===== src/inc/bidir_port_pkg.sv =====
// package: register map, field positions and timing for the 16-bit bidirectional port
package bidir_port_pkg;
    // register indices on the plain register port
    localparam logic [3:0] ADDR_GEN_CTRL = 4'h0; // general port control
    localparam logic [3:0] ADDR_SVC_CTRL = 4'h1; // dma routing select
    localparam logic [3:0] ADDR_A_CTRL = 4'h6;
    localparam logic [3:0] ADDR_B_CTRL = 4'h7;
    localparam logic [3:0] ADDR_A_DATA = 4'h8;
    localparam logic [3:0] ADDR_B_DATA = 4'h9;
    localparam logic [3:0] ADDR_STATUS = 4'ha;
    // general control fields
    localparam int GEN_OUT_PAIR_EN = 4;
    localparam int GEN_IN_PAIR_EN = 5;
    // service control: 1 routes dma to output transfers
    localparam int SVC_DMA_OUT = 0;
    // port control fields (same layout for a and b)
    localparam int CTL_STAT_SEL = 0;
    localparam int CTL_SVC_EN = 1;
    localparam int CTL_RDY_IRQ_EN = 2;
    localparam int CTL_PULSED = 3;
    // status fields
    localparam int ST_OUT_ACK = 0;
    localparam int ST_OUT_RDY = 1;
    localparam int ST_IN_STB = 2;
    localparam int ST_IN_RDY = 3;
    localparam logic [7:0] CTRL_RESET = 8'h00;
    // pulsed handshake length
    localparam int PULSE_NS = 40;
    localparam int CLK_NS = 10;
    localparam logic [2:0] PULSE_CYC = 3'(PULSE_NS / CLK_NS);

    typedef struct packed {
        logic [3:0] addr;
        logic [7:0] wdata;
        logic wr;
        logic rd;
    } reg_req_t;

    typedef struct packed {
        logic [15:0] dout;
        logic out_oe;
        logic out_rdy;
        logic in_rdy;
        logic dma_req;
        logic svc_req;
    } port_out_t;
endpackage


===== src/design/bidir_port.sv =====
// 16-bit double-buffered bidirectional handshake port
//
// Chosen here: the strobed register port and the address map.
`timescale 1ns/1ps
module bidir_port (
    input wire logic clk_sys_i,
    input wire logic rst_b_i,
    input wire logic [3:0] reg_addr_i,
    input wire logic [7:0] reg_wdata_i,
    input wire logic reg_wr_i,
    input wire logic reg_rd_i,
    output logic [7:0] reg_rdata_o,
    input wire logic [15:0] port_pins_i,
    output logic [15:0] port_pins_o,
    output logic [15:0] port_pins_oe_o,
    input wire logic output_ack_in_i,
    input wire logic input_strobe_in_i,
    output logic output_ready_out_o,
    output logic input_ready_out_o,
    output logic dma_request_out_o,
    output logic service_request_o
);
    // ************************************************************
    // state
    // ************************************************************
    typedef struct packed {
        logic [1:0] ack_s1;
        logic [1:0] ack_s2;
        logic [1:0] stb_s1;
        logic [1:0] stb_s2;
        logic [15:0] pin_s1;
        logic [15:0] pin_s2;
        logic ack_prev;
        logic stb_prev;
        logic [7:0] gen_ctrl;
        logic [7:0] svc_ctrl;
        logic [7:0] a_ctrl;
        logic [7:0] b_ctrl;
        logic [7:0] a_hold;
        logic [15:0] initial_output_latch;
        logic initial_output_full;
        logic [15:0] final_output_latch;
        logic final_output_full;
        logic [15:0] iil;
        logic iil_full;
        logic [15:0] final_input_latch;
        logic final_input_full;
        logic [2:0] out_pcnt;
        logic out_pdone;
        logic [2:0] in_pcnt;
        logic in_pdone;
        logic [7:0] rdata;
    } state_t;

    state_t s_q;
    state_t s_d;
    logic [1:0] rst_sync_q;
    logic rst_n;
    logic ack_lvl;
    logic stb_lvl;
    logic ack_rise;
    logic stb_rise;
    logic out_en;
    logic in_en;
    logic out_rdy_cond;
    logic in_rdy_cond;
    logic out_rdy;
    logic in_rdy;
    logic [7:0] status;
    logic b_data_wr;
    logic b_data_rd;

    assign rst_n = rst_sync_q[1];
    // level sync of handshake inputs; only the second stage is read
    assign ack_lvl = s_q.ack_s2[1];
    assign stb_lvl = s_q.stb_s2[1];
    assign ack_rise = ack_lvl & ~s_q.ack_prev;
    assign stb_rise = stb_lvl & ~s_q.stb_prev;
    assign out_en = s_q.gen_ctrl[bidir_port_pkg::GEN_OUT_PAIR_EN];
    assign in_en = s_q.gen_ctrl[bidir_port_pkg::GEN_IN_PAIR_EN];
    assign b_data_wr = reg_wr_i & (reg_addr_i == bidir_port_pkg::ADDR_B_DATA);
    assign b_data_rd = reg_rd_i & (reg_addr_i == bidir_port_pkg::ADDR_B_DATA);

    // ************************************************************
    // handshake outputs
    // ************************************************************
    // ready conditions; the edge drops ready in the cycle it is seen, but the pins
    // pass a long synchroniser, so the negation trails the pin by several cycles
    assign out_rdy_cond = s_q.final_output_full;
    assign in_rdy_cond = ~(s_q.iil_full & s_q.final_input_full);
    always_comb begin
        out_rdy = out_en & out_rdy_cond & ~ack_rise;
        if (s_q.a_ctrl[bidir_port_pkg::CTL_PULSED]) begin
            out_rdy = out_rdy & ~s_q.out_pdone;
        end
        in_rdy = in_en & in_rdy_cond & ~stb_rise;
        if (s_q.b_ctrl[bidir_port_pkg::CTL_PULSED]) begin
            in_rdy = in_rdy & ~s_q.in_pdone;
        end
    end

    // status: both ready status bits always read zero
    always_comb begin
        status = 8'h00;
        status[bidir_port_pkg::ST_OUT_ACK] = s_q.a_ctrl[bidir_port_pkg::CTL_STAT_SEL] ?
            ~(s_q.initial_output_full | s_q.final_output_full) :
            ~(s_q.initial_output_full & s_q.final_output_full);
        status[bidir_port_pkg::ST_IN_STB] = s_q.final_input_full;
    end

    // ************************************************************
    // next state
    // ************************************************************
    always_comb begin
        s_d = s_q;
        s_d.ack_s1 = {s_q.ack_s1[0], output_ack_in_i};
        s_d.ack_s2 = {s_q.ack_s2[0], s_q.ack_s1[1]};
        s_d.stb_s1 = {s_q.stb_s1[0], input_strobe_in_i};
        s_d.stb_s2 = {s_q.stb_s2[0], s_q.stb_s1[1]};
        s_d.pin_s1 = port_pins_i;
        s_d.pin_s2 = s_q.pin_s1;
        s_d.ack_prev = ack_lvl;
        s_d.stb_prev = stb_lvl;
        // output pulse timer restarts whenever the enable or the ready condition falls away, or on an acknowledge edge
        if (!(out_en & out_rdy_cond) || ack_rise) begin
            s_d.out_pcnt = 3'h0;
            s_d.out_pdone = 1'b0;
        end else if (!s_q.out_pdone) begin
            s_d.out_pcnt = s_q.out_pcnt + 3'h1;
            s_d.out_pdone = (s_q.out_pcnt + 3'h1) >= bidir_port_pkg::PULSE_CYC;
        end
        if (!(in_en & in_rdy_cond) || stb_rise) begin
            s_d.in_pcnt = 3'h0;
            s_d.in_pdone = 1'b0;
        end else if (!s_q.in_pdone) begin
            s_d.in_pcnt = s_q.in_pcnt + 3'h1;
            s_d.in_pdone = (s_q.in_pcnt + 3'h1) >= bidir_port_pkg::PULSE_CYC;
        end
        // acknowledge counts while data is held; a pulse that has ended still allows it
        if (ack_rise && out_en && s_q.final_output_full) begin
            s_d.final_output_full = 1'b0;
        end
        // queued word moves up as soon as the final latch frees
        if (!s_d.final_output_full && s_q.initial_output_full) begin
            s_d.final_output_latch = s_q.initial_output_latch;
            s_d.final_output_full = 1'b1;
            s_d.initial_output_full = 1'b0;
        end
        // port b write carries the held high byte with it
        if (b_data_wr) begin
            if (!s_d.final_output_full) begin
                s_d.final_output_latch = {s_q.a_hold, reg_wdata_i};
                s_d.final_output_full = 1'b1;
            end else if (!s_d.initial_output_full) begin
                s_d.initial_output_latch = {s_q.a_hold, reg_wdata_i};
                s_d.initial_output_full = 1'b1;
            end
        end
        // port b read frees the final input latch
        if (b_data_rd) begin
            s_d.final_input_full = s_q.iil_full;
            s_d.final_input_latch = s_q.iil;
            s_d.iil_full = 1'b0;
        end
        // strobes are ignored while both input latches are full
        if (stb_rise && in_en && in_rdy_cond) begin
            if (!s_d.final_input_full) begin
                s_d.final_input_latch = s_q.pin_s2;
                s_d.final_input_full = 1'b1;
            end else begin
                s_d.iil = s_q.pin_s2;
                s_d.iil_full = 1'b1;
            end
        end
        // register writes
        if (reg_wr_i) begin
            case (reg_addr_i)
                bidir_port_pkg::ADDR_GEN_CTRL: s_d.gen_ctrl = reg_wdata_i;
                bidir_port_pkg::ADDR_SVC_CTRL: s_d.svc_ctrl = reg_wdata_i;
                bidir_port_pkg::ADDR_A_CTRL: s_d.a_ctrl = reg_wdata_i;
                bidir_port_pkg::ADDR_B_CTRL: s_d.b_ctrl = reg_wdata_i;
                bidir_port_pkg::ADDR_A_DATA: s_d.a_hold = reg_wdata_i;
                default: ;
            endcase
        end
        // read data, one cycle later; unmapped reads give zero
        s_d.rdata = 8'h00;
        if (reg_rd_i) begin
            case (reg_addr_i)
                bidir_port_pkg::ADDR_GEN_CTRL: s_d.rdata = s_q.gen_ctrl;
                bidir_port_pkg::ADDR_SVC_CTRL: s_d.rdata = s_q.svc_ctrl;
                bidir_port_pkg::ADDR_A_CTRL: s_d.rdata = s_q.a_ctrl;
                bidir_port_pkg::ADDR_B_CTRL: s_d.rdata = s_q.b_ctrl;
                bidir_port_pkg::ADDR_A_DATA: s_d.rdata = s_q.final_input_latch[15:8];
                bidir_port_pkg::ADDR_B_DATA: s_d.rdata = s_q.final_input_latch[7:0];
                bidir_port_pkg::ADDR_STATUS: s_d.rdata = status;
                default: s_d.rdata = 8'h00;
            endcase
        end
    end

    // ************************************************************
    // registers
    // ************************************************************
    // reset synchroniser kept out of the state: it alone runs on the raw reset
    always_ff @(posedge clk_sys_i or negedge rst_b_i) begin
        if (!rst_b_i) begin
            rst_sync_q <= 2'b00;
        end else begin
            rst_sync_q <= {rst_sync_q[0], 1'b1};
        end
    end

    // everything else on the synchronised reset
    always_ff @(posedge clk_sys_i or negedge rst_n) begin
        if (!rst_n) begin
            s_q.ack_s1 <= 2'b00;
            s_q.ack_s2 <= 2'b00;
            s_q.stb_s1 <= 2'b00;
            s_q.stb_s2 <= 2'b00;
            s_q.pin_s1 <= 16'h0000;
            s_q.pin_s2 <= 16'h0000;
            s_q.ack_prev <= 1'b0;
            s_q.stb_prev <= 1'b0;
            s_q.gen_ctrl <= bidir_port_pkg::CTRL_RESET;
            s_q.svc_ctrl <= bidir_port_pkg::CTRL_RESET;
            s_q.a_ctrl <= bidir_port_pkg::CTRL_RESET;
            s_q.b_ctrl <= bidir_port_pkg::CTRL_RESET;
            s_q.a_hold <= 8'h00;
            s_q.initial_output_latch <= 16'h0000;
            s_q.initial_output_full <= 1'b0;
            s_q.final_output_latch <= 16'h0000;
            s_q.final_output_full <= 1'b0;
            s_q.iil <= 16'h0000;
            s_q.iil_full <= 1'b0;
            s_q.final_input_latch <= 16'h0000;
            s_q.final_input_full <= 1'b0;
            s_q.out_pcnt <= 3'h0;
            s_q.out_pdone <= 1'b0;
            s_q.in_pcnt <= 3'h0;
            s_q.in_pdone <= 1'b0;
            s_q.rdata <= 8'h00;
        end else begin
            s_q.ack_s1 <= s_d.ack_s1;
            s_q.ack_s2 <= s_d.ack_s2;
            s_q.stb_s1 <= s_d.stb_s1;
            s_q.stb_s2 <= s_d.stb_s2;
            s_q.pin_s1 <= s_d.pin_s1;
            s_q.pin_s2 <= s_d.pin_s2;
            s_q.ack_prev <= s_d.ack_prev;
            s_q.stb_prev <= s_d.stb_prev;
            s_q.gen_ctrl <= s_d.gen_ctrl;
            s_q.svc_ctrl <= s_d.svc_ctrl;
            s_q.a_ctrl <= s_d.a_ctrl;
            s_q.b_ctrl <= s_d.b_ctrl;
            s_q.a_hold <= s_d.a_hold;
            s_q.initial_output_latch <= s_d.initial_output_latch;
            s_q.initial_output_full <= s_d.initial_output_full;
            s_q.final_output_latch <= s_d.final_output_latch;
            s_q.final_output_full <= s_d.final_output_full;
            s_q.iil <= s_d.iil;
            s_q.iil_full <= s_d.iil_full;
            s_q.final_input_latch <= s_d.final_input_latch;
            s_q.final_input_full <= s_d.final_input_full;
            s_q.out_pcnt <= s_d.out_pcnt;
            s_q.out_pdone <= s_d.out_pdone;
            s_q.in_pcnt <= s_d.in_pcnt;
            s_q.in_pdone <= s_d.in_pdone;
            s_q.rdata <= s_d.rdata;
        end
    end

    // ************************************************************
    // outputs
    // ************************************************************
    // drivers follow the synced acknowledge level, not the direction registers
    assign port_pins_o = s_q.final_output_latch;
    assign port_pins_oe_o = {16{~ack_lvl}};
    assign output_ready_out_o = out_rdy;
    assign input_ready_out_o = in_rdy;
    assign reg_rdata_o = s_q.rdata;
    // dma source is a single select, so it can never follow both directions
    assign dma_request_out_o = s_q.svc_ctrl[bidir_port_pkg::SVC_DMA_OUT] ?
        (s_q.a_ctrl[bidir_port_pkg::CTL_SVC_EN] & status[bidir_port_pkg::ST_OUT_ACK]) :
        (s_q.b_ctrl[bidir_port_pkg::CTL_SVC_EN] & s_q.final_input_full);
    // service request: strobe/ack status when enabled, ready interrupts when enabled
    assign service_request_o =
        (s_q.b_ctrl[bidir_port_pkg::CTL_SVC_EN] & s_q.final_input_full) |
        (s_q.a_ctrl[bidir_port_pkg::CTL_SVC_EN] & status[bidir_port_pkg::ST_OUT_ACK]) |
        (s_q.b_ctrl[bidir_port_pkg::CTL_RDY_IRQ_EN] & in_rdy) |
        (s_q.a_ctrl[bidir_port_pkg::CTL_RDY_IRQ_EN] & out_rdy);

    // ************************************************************
    // checks
    // ************************************************************
    property p_oe_follows_ack;
        @(posedge clk_sys_i) disable iff (!rst_n)
        port_pins_oe_o == {16{~$past(s_q.ack_s1[0], 3)}};
    endproperty
    a_oe_follows_ack: assert property (p_oe_follows_ack) else $error("oe mismatch");
    property p_out_rdy_en;
        @(posedge clk_sys_i) disable iff (!rst_n)
        !out_en |-> !output_ready_out_o;
    endproperty
    a_out_rdy_en: assert property (p_out_rdy_en) else $error("out ready while disabled");
    property p_in_rdy_en;
        @(posedge clk_sys_i) disable iff (!rst_n)
        !in_en |-> !input_ready_out_o;
    endproperty
    a_in_rdy_en: assert property (p_in_rdy_en) else $error("in ready while disabled");
    property p_out_pulse_len;
        @(posedge clk_sys_i) disable iff (!rst_n)
        (s_q.a_ctrl[bidir_port_pkg::CTL_PULSED] && output_ready_out_o)[*4] |=> !output_ready_out_o;
    endproperty
    a_out_pulse_len: assert property (p_out_pulse_len) else $error("out pulse too long");
    property p_in_pulse_len;
        @(posedge clk_sys_i) disable iff (!rst_n)
        (s_q.b_ctrl[bidir_port_pkg::CTL_PULSED] && input_ready_out_o)[*4] |=> !input_ready_out_o;
    endproperty
    a_in_pulse_len: assert property (p_in_pulse_len) else $error("in pulse too long");
    property p_stb_status;
        @(posedge clk_sys_i) disable iff (!rst_n)
        $rose(s_q.final_input_full) |-> $past(stb_rise) || $past(b_data_rd);
    endproperty
    a_stb_status: assert property (p_stb_status) else $error("input status set without cause");
    property p_out_drop;
        @(posedge clk_sys_i) disable iff (!rst_n)
        ack_rise |-> !output_ready_out_o;
    endproperty
    a_out_drop: assert property (p_out_drop) else $error("ready not dropped on ack");
    property p_in_full;
        @(posedge clk_sys_i) disable iff (!rst_n)
        (s_q.iil_full && s_q.final_input_full) |-> !input_ready_out_o;
    endproperty
    a_in_full: assert property (p_in_full) else $error("in ready while full");
    property p_write_pair;
        @(posedge clk_sys_i) disable iff (!rst_n)
        (b_data_wr && !s_q.final_output_full && !s_q.initial_output_full) |=>
            s_q.final_output_latch[15:8] == $past(s_q.a_hold);
    endproperty
    a_write_pair: assert property (p_write_pair) else $error("high byte not paired");
endmodule


===== config.mk =====
export PLATFORM = sky130hd
export DESIGN_NAME = bidir_port
export DESIGN_NICKNAME = d
export VERILOG_FILES = /design/src/inc/bidir_port_pkg.sv /design/src/design/bidir_port.sv
export SDC_FILE = /design/constraint.sdc
export NUM_CORES = 1
export LEC_CHECK = 0
export BUFFER_PORTS_ARGS = -buffer_cell sky130_fd_sc_hd__buf_2
export CORE_MARGIN = 2
export CORE_UTILIZATION = 60
export CTS_CLUSTER_SIZE = 40
export DETAILED_ROUTE_END_ITERATION = 8
export GPL_ROUTABILITY_DRIVEN = 0
export PLACE_DENSITY = 0.81
export RECOVER_POWER = 50
export SYNTH_ARGS = -nofsm -noshare
export SYNTH_HDL_FRONTEND = slang
export SYNTH_SLANG_ARGS = --single-unit

===== constraint.sdc =====
create_clock -name clk_sys_i -period 10.7 [get_ports clk_sys_i]
set_input_delay 0.535 -clock clk_sys_i [delete_from_list [all_inputs] [get_ports clk_sys_i]]
set_output_delay 0.535 -clock clk_sys_i [all_outputs]
set_load 0.1 [all_outputs]

### Yosys cells after proc, flatten, opt, wreduce, memory -nomap -nowiden

Cells that the tools add are included.

| word-level totals | value |
|---|---|
| bits in registers | 168 |
| bits of input ports | 34 |
| output and inout port bits | 44 |
| logic and storage cells | 107 |

| cells by class | value |
|---|---|
| muxes and demuxes | 19 |
| add/sub/neg operators | 2 |
| bitwise logic cells | 31 |
| equal/unequal tests | 8 |
| magnitude comparators | 2 |
| reductions and logical operators | 18 |

Operator list:

| cell | number |
|---|---|
| $mux 18 | 4 |
| $pmux 8 s7 | 1 |
| $mux 17 | 2 |
| $and 1x1->1 | 16 |
| $mux 4 | 4 |
| $eq 4x4->1 const B | 3 |
| $reduce_and 2->1 | 6 |
| $not 1->1 | 11 |
| $eq 4x3->1 const B | 2 |
| $mux 8 | 1 |
| $mux 1 | 7 |
| $add 3x1->3 const B | 2 |
| $ge 3x3->1 const B | 2 |
| $logic_and 1x1->1 | 5 |
| $eq 4x1->1 const B | 1 |
| $logic_not 4->1 | 1 |
| $ne 2x1->1 const B | 2 |
| $or 1x1->1 | 4 |
| $logic_not 1->1 | 3 |
| $reduce_and 3->1 | 1 |
| $logic_or 1x1->1 | 2 |

### Longest topological paths before layout

Gate-level depths: netlist of the first run.

| depth | value |
|---|---|
| depth after elaboration | 10 |
| depth in mapped cells | 8 |
| depth with buffers taken out | 4 |

### Worst setup path before layout of the first run

Ideal clock, no wire load.

| path | value |
|---|---|
| path type | register to output |
| from | register s_q[33] (netlist bit) |
| to | output service_request_o |
| slack | 6964 ps |
| path buffers | 1 |
| data arrival time | 3201 ps |
| required time | 10165 ps |
| cell stages (with the launch flop) | 6 |
| path through | dfrtp_1 > clkbuf_1 > nand2_1 > nand3_1 > a21oi_1 > a211o_1 |

| on the way | value |
|---|---|
| word-level cells in the longest chain between the ends | 9 |

Ends and longest elaborated chain:

| item | RTL line | source |
|---|---|---|
| from (decl) | bidir_port.sv:55 | `state_t s_q;` |
| $and 1x1->1 * | bidir_port.sv:90 | `assign in_rdy_cond = ~(s_q.iil_full & s_q.final_input_full);` |
| $not 1->1 * | bidir_port.sv:90 |  |
| $and 1x1->1 * (2 in a row) | bidir_port.sv:96 | `in_rdy = in_en & in_rdy_cond & ~stb_rise;` |
| $and 1x1->1 | bidir_port.sv:98 | `in_rdy = in_rdy & ~s_q.in_pdone;` |
| $mux 1 * | bidir_port.sv:97 | `if (s_q.b_ctrl[bidir_port_pkg::CTL_PULSED]) begin` |
| net input_ready_out_o | bidir_port.sv:19 | `output logic input_ready_out_o,` |
| $and 1x1->1 * | bidir_port.sv:290 | `(s_q.b_ctrl[bidir_port_pkg::CTL_RDY_IRQ_EN] & in_rdy) \|` |
| $or 1x1->1 * | bidir_port.sv:289 | `(s_q.a_ctrl[bidir_port_pkg::CTL_SVC_EN] & status[bidir_port_pkg::ST_OUT_ACK]) \|` |
| $or 1x1->1 * | bidir_port.sv:290 |  |
| to (decl) | bidir_port.sv:21 | `output logic service_request_o` |

The timed path passes the listed nets; every way through them passes the cells marked *.

==> results of run 1 <==
routing by layer:
layer	global-route usage	vias to the layer above	routed length [µm]
li1	-	2219	-
met5	0	-	0
met2	0.387	220	7610
met1	0.321	2496	6590
met3	0.0560	38	859
met4	0.116	0	465
cell usage after synthesis, drive strengths merged:
library cell	instances
a2111oi	1
a211o	1
a211oi	3
a21boi	16
a21o	1
a21oi	22
a22o	7
a311o	1
a31oi	22
a32o	2
a32oi	1
and2	5
and3	5
and3b	2
and4	1
buf	55
clkbuf	16
clkinv	2
conb	1
dfrtp	168
ha	2
inv	6
maj3	2
mux2	88
mux2i	27
nand2	70
nand2b	3
nand3	7
nand3b	2
nor2	18
nor2b	2
nor3	4
nor3b	2
nor4	1
o211ai	17
o21ai	27
o21bai	1
o22ai	1
o31ai	1
or3	1
or3b	1
xor2	4
layout by cell type, fill, tap and decap left out, types with 5 or more instances in the layout:
master	n
mux2_2	78
nor2_1	17
a21boi_0	15
clkbuf_16	17
a21oi_1	22
a31oi_1	22
buf_2	50
clkbuf_1	29
mux2_4	10
inv_1	6
o211ai_1	17
mux2i_1	26
nand3_1	7
nand2_1	69
dfrtp_1	168
and3_1	5
o21ai_0	26
a22o_1	7
stage by stage:
step           area (µm²)  instances
2_1_floorplan        7500        619
3_3_place_gp         7670        798
3_5_place_dp         7670        798
4_1_cts              8310        831
5_1_grt              8250        831
6_report             8250        831
state kept, by name, indices dropped and copies added (netlist names):
signal        flops
ack_lvl           1
in_en             1
out_en            1
out_rdy_cond      1
port_pins_o      16
reg_rdata_o       8
rst_sync_q        2
s_d              23
s_q             115
cell type report:
type | count | area (µm²) | area share
sequential | 168 | 4200 | 0.510
multi-input combinational | 372 | 2780 | 0.337
clock buffer | 22 | 484 | 0.0587
timing repair buffer | 83 | 395 | 0.0479
tap | 168 | 210 | 0.0255
clock inverter | 10 | 141 | 0.0171
inverter | 8 | 30.0 | 0.00364
power breakdown:
part	internal (µW)	switching [µW]
Sequential	768	112
Clock	392	244
Combinational	188	457
Total	1350	813
kinds of logic after synthesis:
kind of cell | share of synthesized area
buffers and inverters | 0.0674
XOR/XNOR | 0.00467
other | 0.000500
flip-flops | 0.560
AO/OA/AOI/OAI | 0.110
AND/OR/NAND/NOR | 0.0767
multiplexers | 0.175
adder cells (fa/ha/maj) | 0.00600
worst min path at each step:
stage / depth (start not counted) / slack [ps] / end
after floorplan: 0 / 240 / rst_sync_q[0]
after global placement: 1 / 320 / rst_sync_q[0]
after detailed placement: 1 / 320 / rst_sync_q[0]
after CTS: 1 / 190 / s_d[128]
after global routing: 1 / 190 / s_d[129]
final: 1 / 210 / s_d[128]
timing repair:
action	in CTS	in global routing
hold buffers	1	0
resized for setup	0	0
endpoints found under the hold margin	2	0
==> impl_metrics.toml, run 1 <==
[hold_path]
hold_path.class = "primary input to flop"
min_from = "port_pins_i[2]"

[place]
port_buffers = 77
dp_hpwl_mm = 10.2
pre_cts_ws_ps = 7530

[logic_synthesis]
synth_fp_nets = 655
synth_top_cell_by_area = "dfrtp_1"
yosys_warnings = 0
synth_cells = 619
synth_top_area_share = 0.560
synth-seq-cells = 168
syn_area_um2 = 7500
avgSynthCellArea_um2 = 12.1
ys_seq_area_frac = 0.560
yosysUniqueCellTypes = 54
synth_area_leaders = "dfrtp_1 (56%), mux2_2 (12%), buf_4 (3.9%)"

[layout]
n_antenna_cell = 0
fillCellCount = 906
drive_above_1_share = 0.276
final_nets = 686
post-route-util = 0.681
syn_to_final_growth_pct = 9.94

[die]
core_area_um2 = 12100
rows = 40
die_y_um = 116
start_util = 0.619
io_pins = 78
die_w_um = 116
die_area_um2 = 13400

[clock_tree]
h-tree-depth = 4
post_cts_buffers = 0
clockRootBuffer = "clkbuf_16"
cts_tree = "yes"
clk_latency_ps = 430
clk_path_buf_depth = 2
numCtsBuffers = 17
clk_pin_slew_ps = 60
clock_sinks = 168

[detailed_routing]
vias = 4973
firstDrtPassIters = 5
drcViolationCount = 0
drt_wl_total_mm = 15.5
drtAntennaViolNets = 0
vias_per_cell = 5.98
first_iter_violations = 418
wl_per_cell_um = 18.7

[critical_path]
path_depth = 1
critPathMaxFanout = 84
rr_startpoint = "rst_sync_q[1]"
crit_buf_inv = 1
cp-start-kind = "flop"
crit_end = "s_q[114]"
reg2reg_setup_slack_ps = 7030
worstPathRequired_ps = 11110
r2r_end = "s_q[114]"
cp_slowest_stage_delay_ps = 2510
cp.arrival_ps = 4080
endpoint_kind = "async pin"
path_cells = "buf_4"
slowest_stage = "dfrtp_1"
critical_path_class = "flop to async pin"
crit_start = "rst_sync_q[1]"
reg2reg_depth = 1
critPathTopFamily = "flip-flops"

[sta]
max_freq_mhz = 272
clock_skew_ps = 7.20
hold_viol = 0
worstMarginPinSlew_ps = 3200
relSlewSlack = -1.13
hold_slack_ps = 206
maxSlewViolCount = 85
period_minus_slack_ps = 3670
fin_crit_sh = 0.343
setup_viol = 0
rsz0062_at_grt = "false"
tns_ps = 0
finalWorstSetupSlack_ps = 7030

[global_route]
grt_remaining_overflow = 0
grt_antenna_before_repair = 0
grt_max_degree = 85
grt_pass1_wl_mm = 24.7
grt_pass1_vias = 4903
track_usage = 0.244

[outcome]
status = "finished, violations left"
violations = "capacitance limit, slew limit"

[pwr]
power.leakage_uw = 0.00371
power_density_nw_per_um2 = 262
power_uw = 2160
vdd_drop_max_v = 0.000193

[job]
maxCapViolations = 1
No activity file was read; power rests on OpenSTA's default activity.
==> run 2, diff against run 1 <==
--- a/config.mk
+++ b/config.mk
@@ -7,11 +7,11 @@
 export LEC_CHECK = 0
 export BUFFER_PORTS_ARGS = -buffer_cell sky130_fd_sc_hd__buf_2
 export CORE_MARGIN = 2
-export CORE_UTILIZATION = 60
+export CORE_UTILIZATION = 59
 export CTS_CLUSTER_SIZE = 40
 export DETAILED_ROUTE_END_ITERATION = 8
 export GPL_ROUTABILITY_DRIVEN = 0
-export PLACE_DENSITY = 0.81
+export PLACE_DENSITY = 0.8
 export RECOVER_POWER = 50
 export SYNTH_ARGS = -nofsm -noshare
 export SYNTH_HDL_FRONTEND = slang
==> constraint.sdc (replaced) <==
create_clock -name clk_sys_i -period 3.7 [get_ports clk_sys_i]
set_input_delay 0.185 -clock clk_sys_i [delete_from_list [all_inputs] [get_ports clk_sys_i]]
set_output_delay 0.185 -clock clk_sys_i [all_outputs]
set_load 0.1 [all_outputs]
==> impl_metrics.toml, run 2 (synthesis gave the netlist of run 1 again) <==
[outcome]
status = "finished, violations left"
violations = "capacitance limit, slew limit"

[pwr]
vdd_drop_max_v = 0.000484
power_density_nw_per_um2 = 735
power.leakage_uw = 0.00381

[critical_path]
worstPathRequired_ps = 4020
critical_path_class = "primary input to flop"
endpoint_kind = "flop"
critPathMaxFanout = 27
cp-start-kind = "primary input"
cp.arrival_ps = 3290

[hold_path]
hold_path.class = "primary input to async pin"

[die]
start_util = 0.599
core_area_um2 = 12500
rows = 41
die_area_um2 = 13600
die_y_um = 117
die_w_um = 117
io_pins = 78

[global_route]
grt_antenna_before_repair = 0
grt_pass1_vias = 5106
grt_pass1_wl_mm = 26.1
track_usage = 0.255
grt_remaining_overflow = 0
grt_max_degree = 74

[sta]
maxSlewViolCount = 50
fin_crit_sh = 0.802
hold_viol = 0
tns_ps = 0
worstMarginPinSlew_ps = 1960
setup_viol = 0
relSlewSlack = -0.307
rsz0062_at_grt = "false"
clock_skew_ps = 6.15
max_freq_mhz = 337
period_minus_slack_ps = 2970
hold_slack_ps = 60.3

[clock_tree]
clk_latency_ps = 440
h-tree-depth = 4
cts_tree = "yes"
post_cts_buffers = 0
numCtsBuffers = 17
clock_sinks = 168
clk_path_buf_depth = 2
ctsResizeCount = 0
clk_pin_slew_ps = 60
clockRootBuffer = "clkbuf_16"

[layout]
largest_reg_flops = 115
n_antenna_cell = 0
drive_above_1_share = 0.290
fillCellCount = 924
final_nets = 706
top_register = "s_q"
syn_to_final_growth_pct = 12.7
regArea_um2 = 4200
final_cell_mix = "dfrtp_1 (168), mux2_2 (78), nand2_1 (69)"
final_common_cell = "dfrtp_1"
multi_input_area_um2 = 2800

[detailed_routing]
drcViolationCount = 0
firstDrtPassIters = 5
wl_per_cell_um = 19.0
vias_per_cell = 5.92
drt_wl_total_mm = 16.3
drtAntennaViolNets = 0
vias = 5064
first_iter_violations = 424

[job]
maxCapViolations = 1

[place]
port_buffers = 77
dp_hpwl_mm = 10.5
## run 2: changes by cell type in the layout (fill, tap and decap cells not counted), sizes merged
cell         delta
buf            +14
bufinv          -1
clkbuf         -16
clkinv          +2
clkinvlp        +3
dlygate4sd3    +18
## run 2: per-layer routing
metal / global-route usage / vias up / routed length (µm)
met3: 0.0654 / 44 / 1070
met2: 0.418 / 209 / 8110
met4: 0.116 / 0 / 446
met5: 0 / - / 0
met1: 0.321 / 2549 / 6640
li1: - / 2262 / -
## run 2: final cells by class
class,count,share of cell area
Timing Repair Buffer,103,0.0731
Tap cell,172,0.0255
Clock inverter,14,0.0179
Multi-Input combinational cell,372,0.331
Sequential cell,168,0.497
Clock buffer,18,0.0519
Inverter,8,0.00355
## run 2: worst max-delay path, stage by stage
cell	delay (ps)
buf_2	320
nor3b_1	300
clkbuf_1	1070
nand2_2	640
mux2_2	490
mux2_4	260
## run 2: final timing paths
path / startpoint / to / slack, ps / cells past startpoint
setup / recovery: reg_addr_i[3] / s_q[26] / 730 / 6
hold / removal: rst_b_i / rst_sync_q[0] / 60 / 2
setup reg to reg: s_q[33] / s_q[41] / 1260 / 5
hold reg to reg: s_d[140] / s_q[140] / 340 / 0
max in group asynchronous: rst_sync_q[1] / s_d[136] / 1430 / 1
min in group clk_sys_i: reg_wdata_i[7] / port_pins_o[7] / 70 / 3
## run 2: stage by stage
| step | worst slack, ps | cells | cell area, µm² | util | power [µW] |
|---|---|---|---|---|---|
| after detailed placement | 1330 | 804 | 7700 | 0.616 | 4460 |
| after global routing | 694 | 855 | 8450 | 0.675 | 6470 |
| after global placement | 1350 | 804 | 7700 | 0.616 | 4350 |
| final | 732 | 855 | 8450 | 0.675 | 6210 |
| after CTS | 1140 | 855 | 8490 | 0.678 | 6230 |
| after floorplan | 314 | 619 | 7500 | - | 4200 |
## run 2: what timing repair did
| item | 4_1_cts | 5_1_grt |
|---|---|---|
| hold endpoints to repair | 20 | 0 |
| hold buffers | 19 | 0 |
| setup endpoints to repair | 0 | 0 |
## run 2: power breakdown
part	switching, µW	total (µW)	internal (µW)
registers	319	2540	2220
logic	1350	1930	578
clock network	733	1740	1010
